`config.mk`:
```
export PLATFORM = sky130hd
export DESIGN_NAME = sli_status_led_top
export DESIGN_NICKNAME = d
export VERILOG_FILES = /design/src/sli_pkg.sv /design/src/sli_timebase_if.sv /design/src/sli_status_led_top.sv /design/src/sli_timebase.sv
export SDC_FILE = /design/constraint.sdc
export NUM_CORES = 1
export LEC_CHECK = 0
export BUFFER_PORTS_ARGS = -buffer_cell sky130_fd_sc_hd__buf_2
export CAP_MARGIN = 15
export CORE_ASPECT_RATIO = 0.7
export CORE_MARGIN = 3
export CORE_UTILIZATION = 52
export CTS_CLUSTER_DIAMETER = 150
export CTS_CLUSTER_SIZE = 12
export DETAILED_ROUTE_END_ITERATION = 7
export GPL_ROUTABILITY_DRIVEN = 0
export PLACE_DENSITY_LB_ADDON = 0.25
export SYNTH_ARGS = -nofsm -noshare
export SYNTH_HDL_FRONTEND = slang
export SYNTH_SLANG_ARGS = --single-unit
```
`constraint.sdc`:
```
create_clock -name aclk -period 2.8 [get_ports aclk]
set_input_delay 0.28 -clock aclk [delete_from_list [all_inputs] [get_ports aclk]]
set_output_delay 0.28 -clock aclk [all_outputs]
set_load 0.005 [all_outputs]
```
`src/sli_pkg.sv`:
```
package sli_pkg;

    // Clock rate and documented lamp timing
    localparam int unsigned SLI_CLK_KHZ           = 250000;
    localparam int unsigned SLI_BLINK_HALF_MS     = 200;
    localparam int unsigned SLI_FLICKER_PERIOD_MS = 50;

    localparam int unsigned SLI_CNT_W = 26;

    localparam int unsigned SLI_BLINK_HALF_CYC_INT   = SLI_BLINK_HALF_MS * SLI_CLK_KHZ;
    localparam int unsigned SLI_FLICKER_HALF_CYC_INT = (SLI_FLICKER_PERIOD_MS * SLI_CLK_KHZ) / 2;

    localparam logic [SLI_CNT_W-1:0] SLI_BLINK_HALF_CYCLES   = SLI_CNT_W'(SLI_BLINK_HALF_CYC_INT);
    localparam logic [SLI_CNT_W-1:0] SLI_FLICKER_HALF_CYCLES =
        SLI_CNT_W'(SLI_FLICKER_HALF_CYC_INT);

    localparam int unsigned SLI_NUM_PORTS = 2;

    // Register bus
    localparam int unsigned SLI_ADDR_W = 4;
    localparam int unsigned SLI_DATA_W = 32;

    localparam logic [SLI_ADDR_W-1:0] SLI_CTRL_OFFSET   = 4'h0;
    localparam logic [SLI_ADDR_W-1:0] SLI_STATUS_OFFSET = 4'h4;
    localparam logic [SLI_ADDR_W-1:0] SLI_COND_OFFSET   = 4'h8;

    localparam logic [1:0] SLI_RESP_OKAY   = 2'h0;
    localparam logic [1:0] SLI_RESP_SLVERR = 2'h2;

    // Control register fields
    localparam int unsigned SLI_CTRL_W         = 3;
    localparam int unsigned SLI_CTRL_ENABLE    = 0;
    localparam int unsigned SLI_CTRL_UV_MON    = 1;
    localparam int unsigned SLI_CTRL_LAMP_TEST = 2;
    localparam logic [SLI_CTRL_W-1:0] SLI_CTRL_RESET = 3'h3;

    // Status register layout: lamp outputs then timebase phases
    localparam int unsigned SLI_STATUS_W = 10;
    // Condition register layout
    localparam int unsigned SLI_COND_W = 16;

    typedef enum logic [2:0] {
        SLI_LAMP_OFF,
        SLI_LAMP_STEADY_GREEN,
        SLI_LAMP_BLINK_GREEN,
        SLI_LAMP_STEADY_RED,
        SLI_LAMP_BLINK_RED,
        SLI_LAMP_ALTERNATE,
        SLI_LAMP_FLICKER_GREEN
    } sli_lamp_mode_type;

endpackage : sli_pkg

```
`src/sli_timebase_if.sv`:
```
`timescale 1ns/100ps
interface sli_timebase_if;
    logic blink_phase;
    logic flicker_phase;
    logic flicker_wrap;

    modport source (output blink_phase, output flicker_phase, output flicker_wrap);
    modport sink   (input  blink_phase, input  flicker_phase, input  flicker_wrap);
endinterface : sli_timebase_if

```
`src/sli_status_led_top.sv`:
```
// Functional notes
// [RL1] Five lamps are driven: supply, one link lamp per network port, and two red/green lamps.
// [RL2] Blinking toggles the lamp with 200 ms on and 200 ms off, 2.5 Hz.
// [RL3] Flickering flashes the lamp with a period of about 50 ms, about 20 Hz.
// [RL4] A link lamp is dark without link, steady with link, and flickers on traffic.
// [RL5] Module lamp: off unpowered, green ok, blink green unconfigured, red major, blink red minor.
// [RL6] Network lamp: off no address, green open, blink green none, red duplicate, blink red timeout.
// [RL7] During self-test both red/green lamps alternate red and green. The module lamp here stays off while module_powered is low.
// [RL8] Supply lamp: off no supply, green supply, flicker if motor silent, red undervoltage.
// [RL9] The most severe active condition of a lamp wins: self-test, major, minor, then normal.
// [RL10] Blink and flicker timing come from reset-cleared free-running counters, so lamps share phase.
//
// Chosen here: the AXI4-Lite interface to the registers and the placing of the registers.
`timescale 1ns/100ps
module sli_status_led_top
    import sli_pkg::*;
#(
    parameter logic [SLI_CNT_W-1:0] BLINK_HALF_CYCLES   = SLI_BLINK_HALF_CYCLES,
    parameter logic [SLI_CNT_W-1:0] FLICKER_HALF_CYCLES = SLI_FLICKER_HALF_CYCLES
)
(
    input  wire logic                     aclk,
    input  wire logic                     aresetn,
    // AXI4-Lite slave
    input  wire logic [SLI_ADDR_W-1:0]    s_axi_awaddr,
    input  wire logic [2:0]               s_axi_awprot,
    input  wire logic                     s_axi_awvalid,
    output wire logic                     s_axi_awready,
    input  wire logic [SLI_DATA_W-1:0]    s_axi_wdata,
    input  wire logic [3:0]               s_axi_wstrb,
    input  wire logic                     s_axi_wvalid,
    output wire logic                     s_axi_wready,
    output wire logic [1:0]               s_axi_bresp,
    output wire logic                     s_axi_bvalid,
    input  wire logic                     s_axi_bready,
    input  wire logic [SLI_ADDR_W-1:0]    s_axi_araddr,
    input  wire logic [2:0]               s_axi_arprot,
    input  wire logic                     s_axi_arvalid,
    output wire logic                     s_axi_arready,
    output wire logic [SLI_DATA_W-1:0]    s_axi_rdata,
    output wire logic [1:0]               s_axi_rresp,
    output wire logic                     s_axi_rvalid,
    input  wire logic                     s_axi_rready,
    // Conditions from module logic
    input  wire logic [SLI_NUM_PORTS-1:0] port_link_up,
    input  wire logic [SLI_NUM_PORTS-1:0] port_activity,
    input  wire logic                     module_powered,
    input  wire logic                     module_configured,
    input  wire logic                     self_test_active,
    input  wire logic                     major_fault,
    input  wire logic                     minor_fault,
    input  wire logic                     ip_assigned,
    input  wire logic                     cip_connection_open,
    input  wire logic                     duplicate_ip,
    input  wire logic                     connection_timeout,
    input  wire logic                     supply_present,
    input  wire logic                     motor_link_active,
    input  wire logic                     supply_undervoltage,
    // Lamp pins
    output wire logic                     first_port_link_lamp_alt,
    output wire logic                     second_port_link_lamp_alt,
    output wire logic                     module_state_lamp_green,
    output wire logic                     module_state_lamp_red,
    output wire logic                     network_state_lamp_green,
    output wire logic                     network_state_lamp_red,
    output wire logic                     supply_lamp_green,
    output wire logic                     supply_lamp_red
);

    sli_timebase_if tb_if ();

    sli_timebase #(
        .BLINK_HALF_CYCLES   (BLINK_HALF_CYCLES),
        .FLICKER_HALF_CYCLES (FLICKER_HALF_CYCLES)
    ) u_timebase (
        .aclk    (aclk),
        .aresetn (aresetn),
        .tb      (tb_if.source)
    );

    // Pattern of one red/green lamp for the current phases, {red, green}
    function automatic logic [1:0] lamp_drive(input sli_lamp_mode_type mode,
                                             input logic blink,
                                             input logic flicker);
        logic [1:0] rg;
        rg = 2'h0;
        case (mode)
            SLI_LAMP_OFF:           rg = 2'h0;
            SLI_LAMP_STEADY_GREEN:  rg = 2'h1;
            SLI_LAMP_BLINK_GREEN:   rg = {1'b0, blink};
            SLI_LAMP_STEADY_RED:    rg = 2'h2;
            SLI_LAMP_BLINK_RED:     rg = {blink, 1'b0};
            SLI_LAMP_ALTERNATE:     rg = {~blink, blink};
            SLI_LAMP_FLICKER_GREEN: rg = {1'b0, flicker};
            default:                rg = 2'h0;
        endcase
        return rg;
    endfunction : lamp_drive

    // Register file
    logic [SLI_CTRL_W-1:0]   ctrl_reg;
    logic [SLI_ADDR_W-1:0]   aw_addr_reg;
    logic                    aw_held_reg;
    logic [SLI_DATA_W-1:0]   w_data_reg;
    logic [3:0]              w_strb_reg;
    logic                    w_held_reg;
    logic                    bvalid_reg;
    logic [1:0]              bresp_reg;
    logic                    rvalid_reg;
    logic [1:0]              rresp_reg;
    logic [SLI_DATA_W-1:0]   rdata_reg;

    wire                     aw_take;
    wire                     w_take;
    wire                     wr_do;
    wire                     wr_hit_ctrl;
    wire                     wr_hit_ro;
    wire                     ar_take;
    wire                     rd_hit_ctrl;
    wire                     rd_hit_status;
    wire                     rd_hit_cond;
    wire [SLI_DATA_W-1:0]    rd_value;
    wire [SLI_STATUS_W-1:0]  status_word;
    wire [SLI_COND_W-1:0]    cond_word;

    wire ctrl_enable    = ctrl_reg[SLI_CTRL_ENABLE];
    wire ctrl_uv_mon    = ctrl_reg[SLI_CTRL_UV_MON];
    wire ctrl_lamp_test = ctrl_reg[SLI_CTRL_LAMP_TEST];

    assign s_axi_awready = ~aw_held_reg & ~bvalid_reg;
    assign s_axi_wready  = ~w_held_reg & ~bvalid_reg;
    assign aw_take       = s_axi_awvalid & s_axi_awready;
    assign w_take        = s_axi_wvalid & s_axi_wready;
    assign wr_do         = aw_held_reg & w_held_reg & ~bvalid_reg;
    assign wr_hit_ctrl   = (aw_addr_reg == SLI_CTRL_OFFSET);
    assign wr_hit_ro     = (aw_addr_reg == SLI_STATUS_OFFSET) | (aw_addr_reg == SLI_COND_OFFSET);

    always_ff @(posedge aclk)
    begin
        if (!aresetn)
        begin
            aw_held_reg <= 1'b0;
            aw_addr_reg <= '0;
            w_held_reg  <= 1'b0;
            w_data_reg  <= '0;
            w_strb_reg  <= '0;
        end
        else
        begin
            if (aw_take)
            begin
                aw_held_reg <= 1'b1;
                aw_addr_reg <= s_axi_awaddr;
            end
            else if (wr_do)
                aw_held_reg <= 1'b0;
            if (w_take)
            begin
                w_held_reg <= 1'b1;
                w_data_reg <= s_axi_wdata;
                w_strb_reg <= s_axi_wstrb;
            end
            else if (wr_do)
                w_held_reg <= 1'b0;
        end
    end

    always_ff @(posedge aclk)
    begin
        if (!aresetn)
        begin
            ctrl_reg   <= SLI_CTRL_RESET;
            bvalid_reg <= 1'b0;
            bresp_reg  <= SLI_RESP_OKAY;
        end
        else
        begin
            if (wr_do)
            begin
                bvalid_reg <= 1'b1;
                bresp_reg  <= (wr_hit_ctrl | wr_hit_ro) ? SLI_RESP_OKAY : SLI_RESP_SLVERR;
                if (wr_hit_ctrl & w_strb_reg[0])
                    ctrl_reg <= w_data_reg[SLI_CTRL_W-1:0];
            end
            else if (bvalid_reg & s_axi_bready)
                bvalid_reg <= 1'b0;
        end
    end

    assign s_axi_bvalid = bvalid_reg;
    assign s_axi_bresp  = bresp_reg;

    assign s_axi_arready = ~rvalid_reg;
    assign ar_take       = s_axi_arvalid & s_axi_arready;
    assign rd_hit_ctrl   = (s_axi_araddr == SLI_CTRL_OFFSET);
    assign rd_hit_status = (s_axi_araddr == SLI_STATUS_OFFSET);
    assign rd_hit_cond   = (s_axi_araddr == SLI_COND_OFFSET);
    assign rd_value      = rd_hit_ctrl   ? SLI_DATA_W'(ctrl_reg)    :
                           rd_hit_status ? SLI_DATA_W'(status_word) :
                           rd_hit_cond   ? SLI_DATA_W'(cond_word)   : '0;

    always_ff @(posedge aclk)
    begin
        if (!aresetn)
        begin
            rvalid_reg <= 1'b0;
            rresp_reg  <= SLI_RESP_OKAY;
            rdata_reg  <= '0;
        end
        else if (ar_take)
        begin
            rvalid_reg <= 1'b1;
            rdata_reg  <= rd_value;
            rresp_reg  <= (rd_hit_ctrl | rd_hit_status | rd_hit_cond) ?
                          SLI_RESP_OKAY : SLI_RESP_SLVERR;
        end
        else if (rvalid_reg & s_axi_rready)
            rvalid_reg <= 1'b0;
    end

    assign s_axi_rvalid = rvalid_reg;
    assign s_axi_rdata  = rdata_reg;
    assign s_axi_rresp  = rresp_reg;

    // Lamp state selection
    sli_lamp_mode_type module_mode;
    sli_lamp_mode_type network_mode;
    sli_lamp_mode_type supply_mode;

    wire blink   = tb_if.blink_phase;
    wire flicker = tb_if.flicker_phase;

    // [RL5] Module lamp states
    // [RL7] Self-test alternates colours
    // [RL9] Severity order
    assign module_mode = !module_powered    ? SLI_LAMP_OFF          :
                         self_test_active   ? SLI_LAMP_ALTERNATE    :
                         major_fault        ? SLI_LAMP_STEADY_RED   :
                         minor_fault        ? SLI_LAMP_BLINK_RED    :
                         !module_configured ? SLI_LAMP_BLINK_GREEN  :
                                              SLI_LAMP_STEADY_GREEN;

    // [RL6] Network lamp states
    // [RL7] Self-test alternates colours
    // [RL9] Severity order
    assign network_mode = self_test_active    ? SLI_LAMP_ALTERNATE    :
                          duplicate_ip        ? SLI_LAMP_STEADY_RED   :
                          connection_timeout  ? SLI_LAMP_BLINK_RED    :
                          !ip_assigned        ? SLI_LAMP_OFF          :
                          cip_connection_open ? SLI_LAMP_STEADY_GREEN :
                                                SLI_LAMP_BLINK_GREEN;

    // [RL8] Supply lamp states
    assign supply_mode = !supply_present                    ? SLI_LAMP_OFF           :
                         (supply_undervoltage & ctrl_uv_mon) ? SLI_LAMP_STEADY_RED    :
                         !motor_link_active                 ? SLI_LAMP_FLICKER_GREEN :
                                                              SLI_LAMP_STEADY_GREEN;

    wire [1:0] module_rg  = lamp_drive(module_mode, blink, flicker);
    wire [1:0] network_rg = lamp_drive(network_mode, blink, flicker);
    wire [1:0] supply_rg  = lamp_drive(supply_mode, blink, flicker);

    logic [SLI_NUM_PORTS-1:0] act_seen_reg;
    logic [SLI_NUM_PORTS-1:0] link_lamp_reg;
    wire  [SLI_NUM_PORTS-1:0] link_lamp_next;

    genvar gi;
    generate
        for (gi = 0; gi < SLI_NUM_PORTS; gi++)
        begin : g_port
            // Short traffic pulses are held until the next flicker wrap, at most one flicker period; a new pulse wins
            always_ff @(posedge aclk)
            begin
                if (!aresetn)
                    act_seen_reg[gi] <= 1'b0;
                else
                    act_seen_reg[gi] <= port_activity[gi] |
                                        (act_seen_reg[gi] & ~tb_if.flicker_wrap);
            end
            // [RL4] Link and traffic
            assign link_lamp_next[gi] = !port_link_up[gi] ? 1'b0    :
                                        act_seen_reg[gi]  ? flicker : 1'b1;
        end
    endgenerate

    logic [1:0] module_rg_reg;
    logic [1:0] network_rg_reg;
    logic [1:0] supply_rg_reg;

    // [RL1] Five lamps driven from flops
    always_ff @(posedge aclk)
    begin
        if (!aresetn)
        begin
            link_lamp_reg  <= '0;
            module_rg_reg  <= 2'h0;
            network_rg_reg <= 2'h0;
            supply_rg_reg  <= 2'h0;
        end
        else if (ctrl_lamp_test)
        begin
            link_lamp_reg  <= '1;
            module_rg_reg  <= 2'h1;
            network_rg_reg <= 2'h1;
            supply_rg_reg  <= 2'h1;
        end
        else if (ctrl_enable)
        begin
            link_lamp_reg  <= link_lamp_next;
            module_rg_reg  <= module_rg;
            network_rg_reg <= network_rg;
            supply_rg_reg  <= supply_rg;
        end
        else
        begin
            link_lamp_reg  <= '0;
            module_rg_reg  <= 2'h0;
            network_rg_reg <= 2'h0;
            supply_rg_reg  <= 2'h0;
        end
    end

    assign first_port_link_lamp_alt  = link_lamp_reg[0];
    assign second_port_link_lamp_alt = link_lamp_reg[1];
    assign module_state_lamp_green   = module_rg_reg[0];
    assign module_state_lamp_red     = module_rg_reg[1];
    assign network_state_lamp_green  = network_rg_reg[0];
    assign network_state_lamp_red    = network_rg_reg[1];
    assign supply_lamp_green         = supply_rg_reg[0];
    assign supply_lamp_red           = supply_rg_reg[1];

    assign status_word = {flicker, blink, supply_rg_reg, network_rg_reg,
                          module_rg_reg, link_lamp_reg};

    assign cond_word = {2'h0, supply_undervoltage, motor_link_active, supply_present,
                        connection_timeout, duplicate_ip, cip_connection_open, ip_assigned,
                        minor_fault, major_fault, self_test_active, module_configured,
                        module_powered, act_seen_reg};

endmodule : sli_status_led_top

```
`src/sli_timebase.sv`:
```
`timescale 1ns/100ps
module sli_timebase
    import sli_pkg::*;
#(
    parameter logic [SLI_CNT_W-1:0] BLINK_HALF_CYCLES   = SLI_BLINK_HALF_CYCLES,
    parameter logic [SLI_CNT_W-1:0] FLICKER_HALF_CYCLES = SLI_FLICKER_HALF_CYCLES
)
(
    input  wire logic          aclk,
    input  wire logic          aresetn,
    sli_timebase_if.source     tb
);

    logic [SLI_CNT_W-1:0] blink_cnt_reg;
    logic [SLI_CNT_W-1:0] blink_cnt_next;
    logic [SLI_CNT_W-1:0] flick_cnt_reg;
    logic [SLI_CNT_W-1:0] flick_cnt_next;
    logic                 blink_phase_reg;
    logic                 flick_phase_reg;
    logic                 flick_wrap_reg;
    wire                  blink_end;
    wire                  flick_end;

    assign blink_end      = (blink_cnt_reg == (BLINK_HALF_CYCLES - 26'h0000001));
    assign flick_end      = (flick_cnt_reg == (FLICKER_HALF_CYCLES - 26'h0000001));
    assign blink_cnt_next = blink_end ? '0 : blink_cnt_reg + 26'h0000001;
    assign flick_cnt_next = flick_end ? '0 : flick_cnt_reg + 26'h0000001;

    // [RL10] Free running phases
    always_ff @(posedge aclk)
    begin
        if (!aresetn)
        begin
            blink_cnt_reg   <= '0;
            flick_cnt_reg   <= '0;
            blink_phase_reg <= 1'b0;
            flick_phase_reg <= 1'b0;
            flick_wrap_reg  <= 1'b0;
        end
        else
        begin
            blink_cnt_reg <= blink_cnt_next;
            flick_cnt_reg <= flick_cnt_next;
            // [RL2] Equal half periods
            if (blink_end)
                blink_phase_reg <= ~blink_phase_reg;
            // [RL3] Fast flicker period
            if (flick_end)
                flick_phase_reg <= ~flick_phase_reg;
            flick_wrap_reg <= flick_end & flick_phase_reg;
        end
    end

    assign tb.blink_phase   = blink_phase_reg;
    assign tb.flicker_phase = flick_phase_reg;
    assign tb.flicker_wrap  = flick_wrap_reg;

endmodule : sli_timebase

```
# ---- Yosys cells after proc, flatten, opt, wreduce, memory -nomap -nowiden
# Index checks and enable logic that the tools add are counted.
dict set report word_totals {
  ff_bits 116
  in_bits 73
  wordCells 130
}
dict set report classes {
  addsub 2
  n_eq_ne 24
  muxes 40
  bitwise_logic 29
  reduce_logical 10
}
# operator count
set ops {}
lappend ops {{adder 26 x 1 -> 26 bit, second input constant} 2}
lappend ops {{two-way mux 14 bit} 3}
lappend ops {{one-hot mux 2 bit (6 select lines)} 3}
lappend ops {{two-way mux 3 bit} 10}
lappend ops {{== test 3 bit, second input constant} 9}
lappend ops {{== test 26 x 23 -> 1 bit, second input constant} 1}
lappend ops {{== test 26 bit, second input constant} 1}
lappend ops {{== test 3 x 2 -> 1 bit, second input constant} 6}
lappend ops {{two-way mux 1 bit} 17}
lappend ops {{AND 1 bit} 14}
lappend ops {{two-way mux 2 bit} 7}
lappend ops {{== test 3 x 1 -> 1 bit, second input constant} 3}
lappend ops {{inverter 1 bit} 9}
lappend ops {{== test 4 x 3 -> 1 bit, second input constant} 2}
lappend ops {{== test 4 bit, second input constant} 2}
lappend ops {{zero test 4 bit} 2}
lappend ops {{nonzero test 2 bit} 4}
lappend ops {{bitwise OR 1 bit} 6}
lappend ops {{OR reduction 2 bit} 2}
lappend ops {{OR reduction 3 bit} 1}
lappend ops {{AND reduction 2 bit} 1}

# ---- Longest topological paths before layout
# Gate-level depths: netlist (run 1).
dict set report logic_depth {
  depth_word 9
  mapped_depth 6
  mapped_depth_nobuf 5
}

# ---- Modules after synthesis
# From an unflattened synthesis (run 1), not the netlist that was laid out.
dict set report hier_totals {
  cells_unflattened 485
  hier_area_um2 4357.9
}
# mod n_inst cells_each area_each_um2
set by_module_without_submodules {}
lappend by_module_without_submodules {sli_timebase 1 296 2498.6}
lappend by_module_without_submodules {sli_status_led_top 1 189 1859.3}

# ---- Worst setup path before layout (run 1)
# OpenSTA, ideal clock, no wires.
dict set report synth_timing {
  path_type {register to register}
  startpoint {register u_timebase.flick_cnt_reg[5]}
  endpoint {register u_timebase.flick_cnt_reg[22]}
  setup_ps 125
  t_arrival_ps 1813
  setup_slack_ps 862
  stages_incl_launch_ff 6
  n_path_buf 1
  period_less_slack_ps 1938
  cell_sequence {dfxtp_1 -> or4_1 -> or4b_4 -> o21ai_4 -> buf_6 -> a21oi_1}
}
dict set report synth_via {
  elab_chain_len 2
  elab_cells_between_ends 3
  classes_between {add/sub: 1; eq/ne: 1; reduce/logical: 1}
}
# item line
set synth_lines {}
lappend synth_lines {{start, declared} sli_timebase.sv:16} ;# logic [SLI_CNT_W-1:0] flick_cnt_reg;
lappend synth_lines {{start signal, assigned} sli_timebase.sv:43} ;# flick_cnt_reg <= flick_cnt_next;
lappend synth_lines {{parallel branches: the longest is 2 deep, another holds adder 26 x 1 -> 26 bit} -}
# Parallel ways; which one is timed is not known.
# A chain may end at the register's enable or synchronous reset.

# ---- Worst setup path after layout (run 1)
dict set report layout_timing {
  startpoint {register u_timebase.flick_cnt_reg[5]}
  endpoint {register u_timebase.flick_cnt_reg[11]}
}
# Same word-level chain as after synthesis.

==> flow_summary_export.csv, run 1 <==
group,metric,value,unit
synthesis,ys_ff_latch,96,
power_and_ir_drop,p_comb_frac,0.061,
worst_hold_path,hold_path.class,"in -> reg",
worst_hold_path,min_from,"port_activity[1]",
worst_setup_path,cp.arrival,2.46,ns
worst_hold_path,hold-path-cell-count,3,
power_and_ir_drop,powerDensity,571,mW/mm^2
global_routing,grt.overflow.total,0,
placement,dp_hpwl,6900,um
worst_setup_path,worstSetupStartpointType,"flip-flop",
power_and_ir_drop,p_int,2200,uW
die,initial_core_util,0.546,
cts,tritoncts,"done",
synthesis,synth_cells,504,
sta,drv_slew,0,
power_and_ir_drop,p_seq_frac,0.501,
synthesis,synthesis.area,0.00437,sq mm
cts,cts.htree.levels,3,
worst_hold_path,hold_end,"act_seen_reg[1]",
routing,viasPerCell,5.61,
placement,port_buffers,63,
die,die_h,82.7,um
layout,layout.nets,634,
worst_setup_path,rr_worst_depth,5,
job,cap_violations,0,
die,rows,27,
die,coreArea,0.00801,sq mm
sta,setup_viol,0,
cts,ctsHoldBuffers,0,
sta,final.period_utilization,0.797,
layout,areaGrowthSynthToFinish,13.8,%
power_and_ir_drop,ir_worst_vdd,0.264,mV
cts,cts_made_buffers,9,
global_routing,grt_usage,0.202,
cts,cts.sinks,96,
cts,postCtsSetupRepairBufs,0,
worst_setup_path,cp_slowest_cell,"or4_1",
worst_setup_path,reg2reg_from,"u_timebase.flick_cnt_reg[5]",
cts,clk_pin_slew,0.07,ns
global_routing,grt_max_degree,34,
power_and_ir_drop,pwr-share-clk,0.438,
worst_setup_path,reg2reg_to,"u_timebase.flick_cnt_reg[11]",
worst_setup_path,crit_path_max_incr_delay,0.57,ns
synthesis,yosysWarnings,0,
worst_setup_path,regToRegSetupSlack,0.57,ns
layout,multi_input_area,0.00220,sq mm
global_routing,grt_pass1_vias,3282,
power_and_ir_drop,power,2840,uW
routing,routedWlPerCell,14.4,um
sta,slew_headroom,0.530,
power_and_ir_drop,switchingPower,646,uW
layout,final_cell_mix,"96 x dfxtp_1, 63 x buf_2, 61 x nor2_1",
layout,n_antenna_cell,0,
worst_setup_path,critPathMaxFanout,20,
synthesis,synth_ff_type,"dfxtp_1",
outcome,outcome,"finished clean",
layout,drive_above_1_share,0.156,
sta,final-hold-violation-count,0,
routing,drt_iter0_markers,214,
cts,cts_resized,0,
routing,routed_wl,9550,um
routing,vias,3730,
sta,max_freq,448,MHz
worst_setup_path,endpoint_kind,"flip-flop",
sta,tns,0,ns
layout,regArea,0.00192,sq mm
power_and_ir_drop,sw_frac_of_total,0.227,
global_routing,antenna_found_initial,0,
synthesis,synth-seq-area-share,0.440,
sta,worst_slew_pin_slew,0.703,ns
sta,skew,0.00800,ns
worst_setup_path,crit_type,"reg -> reg",
die,die_area,0.00956,sq mm
synthesis,synthDominantCellAreaShare,0.440,
cts,clk-insertion-delay-late,0.34,ns
synthesis,ys_types,46,
global_routing,grt_pass1_wl,15400,um
cts,clk_path_buf_depth,2,
synthesis,synth_top_cell_by_area,"dfxtp_1",
layout,fillCellCount,703,
synthesis,synth_area_per_cell,8.67,sq um
cts,root_buffer,"clkbuf_16",
synthesis,yosys-top-cells-area,"dfxtp_1 44%, nor2_1 5.2%, a21oi_1 4.0%, mux2i_1 3.7%, buf_4 3.4%",
die,ioPinCount,122,
synthesis,synthArstFlopShare,0,
sta,rsz0062_at_grt,"no",
worst_setup_path,critical_path_required,3.02,ns
sta,fin_crit,2.23,ns
routing,antenna_left,0,
power_and_ir_drop,cellLeakagePower,0.00189,uW
layout,mostFrequentLayoutCell,"dfxtp_1",
routing,drtPass1Iterations,4,
synthesis,synth_edf_count,0,
die,die_w,116,um
worst_setup_path,path_cells,"or4_1, or4b_4, o21ai_4, buf_4, nor2_1",
routing,drcViolationCount,0,
==> power by group through the flow <==
stage | combinational [uW] | clock, uW | sequential [uW]
final | 174 | 1250 | 1420
after global routing | 196 | 1330 | 1430
after CTS | 175 | 1270 | 1420
after detailed placement | 174 | 0 | 1450
after global placement | 169 | 0 | 1450
after floorplan | 132 | 0 | 1450
==> routing by layer <==
| layer | vias up | global-route usage | wire length, um |
|---|---|---|---|
| met5 | - | 0 | 0 |
| met4 | 0 | 0.0539 | 49 |
| met3 | 4 | 0.0619 | 540 |
| met2 | 98 | 0.319 | 4290 |
| met1 | 1758 | 0.271 | 4670 |
| li1 | 1870 | - | - |
==> Yosys cell counts, drive strengths merged (2+ instances only) <==
cell and n:
o21ai 22, a21oi 35, clkbuf 19, nand4 18
xnor2 11, or4b 3, inv 16, and4 10
o31ai 13, and2 14, o2bb2ai 2, or4 16
o211ai 2, o22ai 2, dfxtp 96, nand2b 5
nor4 5, nand2 28, or3 13, nor4b 2
a22oi 13, nand3 16, nor2b 4, ha 2
nor3b 3, xor2 16, mux2i 16, nor3 2
and3 7, buf 24, nor2 61
==> area by class of cell <==
class,instances,share of cell area
Inverter,17,0.0128
Clock inverter,5,0.0126
Multi-Input combinational cell,367,0.443
Sequential cell,96,0.386
Clock buffer,11,0.0488
Timing Repair Buffer,68,0.0709
Tap cell,101,0.0254
==> stage by stage <==
step / hold slack [ns] / utilization / setup slack, ns / cell area (sq um) / std cells
after global placement: 0.454 / 0.583 / 0.633 / 4670 / 649
after floorplan: 0.397 / - / 0.862 / 4440 / 523
after global routing: 0.158 / 0.621 / 0.464 / 4970 / 665
final: 0.154 / 0.621 / 0.567 / 4970 / 665
after detailed placement: 0.461 / 0.583 / 0.597 / 4670 / 649
after CTS: 0.151 / 0.621 / 0.579 / 4970 / 665
==> critical path: cells and delay by family (launching register included) <==
kind                   cells  cell delay (ns)
AOI/OAI and AO/OA          1             0.24
and+or+nand+nor            3             1.22
DFF                        1             0.36
buffers and inverters      1             0.30
==> cells by family (layout without fill, tap and decap cells) <==
family	Yosys count	after routing	share of synthesized area
flip-flops	96	96	0.440
AO/OA/AOI/OAI	93	93	0.131
other	1	20	0.000858
multiplexers	16	16	0.0366
buffers and inverters	60	101	0.0727
AND/OR/NAND/NOR	209	209	0.260
XOR/XNOR	27	27	0.0541
adder cells (fa/ha/maj)	2	2	0.00572
==> worst max path at each step <==
stage,start,to,slack [ns],cells past startpoint
after global routing,u_timebase.flick_cnt_reg[5],u_timebase.flick_cnt_reg[25],0.46,5
after floorplan,u_timebase.flick_cnt_reg[5],u_timebase.flick_cnt_reg[22],0.86,5
after global placement,u_timebase.flick_cnt_reg[5],u_timebase.flick_cnt_reg[4],0.63,5
after detailed placement,u_timebase.flick_cnt_reg[5],u_timebase.flick_cnt_reg[13],0.60,5
after CTS,u_timebase.flick_cnt_reg[5],u_timebase.flick_cnt_reg[11],0.58,5
final,u_timebase.flick_cnt_reg[5],u_timebase.flick_cnt_reg[11],0.57,5
Note: power is estimated with default switching activity, not from simulation.
==> run 2, diff against run 1 <==
- CORE_UTILIZATION: 52 -> 47
- clock period: 2.8 -> 1.8 ns (I/O delays scaled with it)
==> flow_summary_export.csv, run 2 (synthesized netlist as in run 1, its figures left out) <==
group,metric,value,unit
outcome,outcome,"finished, violations left",
outcome,violations,"negative setup slack",
sta,worst_slew_pin_slew,0.666,ns
worst_setup_path,cp.arrival,2.21,ns
layout,layout.nets,677,
worst_setup_path,cp_slowest_cell,"or4_4",
global_routing,grt.overflow.total,0,
sta,setup_viol,27,
layout,final_cell_mix,"93 x dfxtp_1, 63 x buf_2, 61 x nor2_1",
die,coreArea,0.00876,sq mm
job,cap_violations,0,
global_routing,grt.busiest_layer,"met2",
global_routing,grt_pass1_wl,16900,um
worst_setup_path,endpoint_kind,"flip-flop",
cts,root_buffer,"clkbuf_16",
placement,dp_hpwl,7560,um
power_and_ir_drop,p_int,3570,uW
placement,dp.cells,707,
sta,final-hold-violation-count,0,
sta,max_freq,515,MHz
global_routing,antenna_found_initial,0,
power_and_ir_drop,sw_frac_of_total,0.219,
power_and_ir_drop,p_seq_frac,0.484,
worst_setup_path,path_cells,"or4_4, or4b_4, or3_1, a21oi_2",
sta,fin_ws,-0.140,ns
layout,mostFrequentLayoutCell,"dfxtp_1",
layout,areaGrowthSynthToFinish,24.4,%
worst_hold_path,hold_path.class,"in -> reg",
power_and_ir_drop,p_comb_frac,0.068,
global_routing,grt_max_degree,34,
cts,cts.sinks,96,
worst_setup_path,worstSetupStartpointType,"flip-flop",
worst_setup_path,critical_path_required,2.07,ns
power_and_ir_drop,cellLeakagePower,0.00212,uW
worst_setup_path,critPathMaxFanout,3,
cts,cts.htree.levels,3,
sta,holdWs,0.0767,ns
sta,final.period_utilization,1.08,
cts,clk_path_buf_depth,2,
die,die_area,0.0105,sq mm
routing,vias,3938,
routing,routed_wl,10600,um
cts,cts_made_buffers,9,
worst_setup_path,worst-path-buf-inv,0,
die,ioPinCount,122,
global_routing,use_met3,0.0496,
worst_setup_path,crit_type,"reg -> reg",
layout,drive_above_1_share,0.249,
cts,clk_pin_slew,0.06,ns
placement,dp_slack,-0.122,ns
worst_setup_path,critical_path.top_delay_family,"simple AND/OR/NAND/NOR gates",
power_and_ir_drop,ir_worst_vdd,0.523,mV
sta,skew,0.00952,ns
die,die_h,86.7,um
die,rows,28,
routing,viasPerCell,5.42,
cts,tritoncts,"done",
sta,drv_slew,0,
sta,slew_headroom,0.551,
power_and_ir_drop,power,4570,uW
sta,fin_crit,1.94,ns
sta,rsz0062_at_grt,"yes",
die,initial_core_util,0.499,
worst_setup_path,crit_path_max_incr_delay,0.53,ns
layout,instances_no_fill,727,
routing,antenna_left,0,
worst_hold_path,min_from,"port_activity[1]",
routing,drcViolationCount,0,
cts,clk-insertion-delay-late,0.34,ns
routing,drtPass1Iterations,5,
routing,routedWlPerCell,14.5,um
global_routing,grt_usage,0.197,
die,die_w,121,um
global_routing,use_met1,0.279,
worst_setup_path,reg2reg_from,"u_timebase.flick_cnt_reg[25]",
global_routing,grt_pass1_vias,3579,
power_and_ir_drop,pwr-share-clk,0.449,
power_and_ir_drop,switchingPower,1000,uW
placement,port_buffers,63,
routing,drt_iter0_markers,315,
power_and_ir_drop,powerDensity,840,mW/mm^2
layout,n_antenna_cell,0,
worst_setup_path,crit_path_start,"u_timebase.flick_cnt_reg[25]",
global_routing,global_route.usage.met2,0.301,
[run 2: cell count changes in the layout (fill, tap and decap cells not counted), sizes merged]
cell      delta
bufinv       +1
buf         +43
clkinvlp     +1
inv          -2
[run 2: path summary, 6_finish.rpt]
check | end | slack [ns] | depth (start not counted)
hold / removal | act_seen_reg[1] | 0.08 | 3
setup reg to reg | u_timebase.tb.flicker_phase | -0.14 | 4
setup / recovery | u_timebase.tb.flicker_phase | -0.14 | 4
hold reg to reg | s_axi_rresp[1] | 0.47 | 2
[run 2: metal layers]
layer  vias to the layer above  share of wire
met4                         0         0.0087
li1                       1955              -
met3                        10          0.065
met1                      1845           0.50
met2                       128           0.43
met5                         -              0
[run 2: metrics by stage]
step           setup TNS [ns]  cell area, sq um   util
2_1_floorplan           -1.88              4450      -
3_3_place_gp            -2.38              5020  0.573
3_5_place_dp            -2.73              5020  0.573
4_1_cts                 -3.22              5390  0.616
5_1_grt                 -4.21              5440  0.621
6_report                -2.92              5440  0.621
[run 2: what timing repair did]
item,in CTS,in global routing
gates cloned,0,0
gates resized for setup,10,9
endpoints found under the setup margin,27,53
hold buffers,0,0
setup buffers,2,2
pin swaps,1,3
[run 2: worst min-delay path, cell delays in order]
cell     delay, ns
buf_2         0.08
a21oi_1       0.04
nor2_1        0.07
[run 2: power by group through the flow]
| stage | combinational [uW] | sequential, uW | clock (uW) |
|---|---|---|---|
| 2_1_floorplan | 205 | 2250 | 0 |
| 3_3_place_gp | 295 | 2250 | 0 |
| 3_5_place_dp | 299 | 2260 | 0 |
| 4_1_cts | 305 | 2210 | 2090 |
| 5_1_grt | 344 | 2220 | 2190 |
| 6_report | 309 | 2210 | 2050 |
[run 2: layout make-up]
type | instances | area (sq um)
tap | 120 | 150
inverter | 17 | 63.8
fill | 762 | 3320
clock inverter | 5 | 80.1
sequential | 96 | 1930
multi-input combinational | 367 | 2270
clock buffer | 11 | 243
timing repair buffer | 111 | 704
==> run 3, diff against run 2 <==
- CORE_UTILIZATION: 47 -> 35
==> flow_summary_export.csv, run 3 (synthesized netlist as in run 1, its figures left out) <==
group,metric,value,unit
die,die_w,140,um
worst_setup_path,cp.arrival,2.24,ns
routing,antenna_left,0,
sta,worst_slew_pin_slew,0.793,ns
worst_setup_path,crit_type,"reg -> reg",
sta,fin_ws,-0.212,ns
routing,routed_wl,11200,um
layout,areaGrowthSynthToFinish,28.2,%
worst_setup_path,cp_slowest_cell,"or4_4",
sta,fin_crit,2.01,ns
worst_setup_path,path_cells,"or4_4, or4b_4, o21ai_4, buf_12, clkbuf_16, nor2_2",
die,coreArea,0.0119,sq mm
routing,vias,3977,
cts,clk-insertion-delay-late,0.34,ns
cts,root_buffer,"clkbuf_16",
global_routing,grt_pass1_wl,17900,um
layout,n_antenna_cell,0,
worst_setup_path,worstSetupStartpointType,"flip-flop",
layout,final_cell_mix,"92 x dfxtp_1, 63 x buf_2, 49 x nor2_1",
die,rows,33,
die,initial_core_util,0.366,
global_routing,grt_usage,0.157,
worst_setup_path,critPathMaxFanout,5,
worst_setup_path,critical_path.top_delay_family,"simple AND/OR/NAND/NOR gates",
sta,max_freq,497,MHz
sta,final.period_utilization,1.12,
sta,holdWs,0.0468,ns
routing,drcViolationCount,0,
worst_setup_path,endpoint_kind,"flip-flop",
sta,skew,0.00897,ns
power_and_ir_drop,power,4360,uW
global_routing,use_met3,0.0399,
placement,port_buffers,63,
worst_setup_path,critical_path_required,2.03,ns
global_routing,antenna_found_initial,0,
sta,setup_viol,49,
placement,dp_hpwl,7980,um
cts,tritoncts,"done",
cts,ctsHoldBuffers,0,
power_and_ir_drop,ir_worst_vdd,0.516,mV
outcome,violations,"negative setup slack",
sta,slew_headroom,0.471,
routing,drt_iter0_markers,202,
layout,layout.nets,681,
layout,drive_above_1_share,0.277,
cts,cts_made_buffers,9,
die,die_area,0.0139,sq mm
layout,final_core_util,0.470,
die,ioPinCount,122,
global_routing,grt.busiest_layer,"met2",
global_routing,grt_pass1_vias,3665,
placement,dp.cells,745,
job,cap_violations,0,
worst_setup_path,crit_path_max_incr_delay,0.54,ns
sta,rsz0062_at_grt,"yes",
routing,drtPass1Iterations,4,
routing,viasPerCell,5.18,
global_routing,grt_max_degree,34,
sta,final-hold-violation-count,0,
global_routing,grt.overflow.total,0,
global_routing,global_route.usage.met2,0.241,
power_and_ir_drop,powerDensity,778,mW/mm^2
cts,cts.sinks,96,
routing,routedWlPerCell,14.5,um
cts,clk_path_buf_depth,2,
layout,instances_no_fill,768,
outcome,outcome,"finished, violations left",
sta,drv_slew,0,
global_routing,use_met1,0.218,
worst_hold_path,hold_path.class,"in -> reg",
die,die_h,99.5,um
cts,cts.htree.levels,3,
worst_setup_path,worst-path-buf-inv,2,
cts,clk_pin_slew,0.07,ns
power_and_ir_drop,cellLeakagePower,0.00215,uW
layout,mostFrequentLayoutCell,"dfxtp_1",
-- run 3: cell types whose count changed in the layout (fill, tap and decap cells not counted), sizes merged --
cell / before / now
inv: 16 / 20
buf: 111 / 113
bufinv: 2 / 0
clkbuf: 11 / 12
clkinvlp: 2 / 1
-- run 3: worst paths after layout --
kind,startpoint,endpoint,slack [ns],cells after the start
worst max-delay path,u_timebase.flick_cnt_reg[25],u_timebase.flick_cnt_reg[11],-0.21,6
worst min-delay path,port_activity[0],act_seen_reg[0],0.05,3
worst max register to register,u_timebase.flick_cnt_reg[25],u_timebase.flick_cnt_reg[11],-0.21,6
worst min register to register,s_axi_rresp[1],s_axi_rresp[1],0.49,2
-- run 3: tightest hold or removal path: cells and delay by family --
kind            cells  cell delay [ns]
simple gates        1             0.06
buf+inv             1             0.08
compound gates      1             0.03
-- run 3: repair_timing --
item,in CTS,in global routing
gates resized for setup,12,28
buffers inserted,2,1
setup endpoints to repair,28,53
pin swaps,3,6
cloned,1,3
-- run 3: power breakdown --
group          leakage, uW  internal, uW  switching (uW)
Combinational      0.00123           167             188
Clock             0.000136           960             839
Sequential        0.000781          2170            35.1
Total              0.00215          3300            1060
-- run 3: per-layer routing --
metal  routed length [um]  vias to the layer above  part of all wire
met5                    0                        -                 0
met4                  134                        0             0.012
met3                  742                       10             0.066
met2                 4930                      111              0.44
met1                 5360                     1892              0.48
li1                     -                     1964                 -
-- run 3: per-stage QoR --
stage / TNS, ns / instance area [sq um] / worst slack, ns
after global placement: -3.53 / 5070 / -0.151
after global routing: -7.27 / 5600 / -0.246
after floorplan: -1.88 / 4450 / -0.0979
final: -5.41 / 5600 / -0.212
after CTS: -4.69 / 5440 / -0.196
after detailed placement: -4.47 / 5070 / -0.186
-- run 3: layout make-up --
class                   count  area [sq um]
clock buffers              10           229
well taps                 157           196
clock inverters             6          50.0
flip-flops and latches     96          1930
repair buffers            115           813
multi-input cells         367          2320
inverters                  17          63.8
fillers                  1177          6330
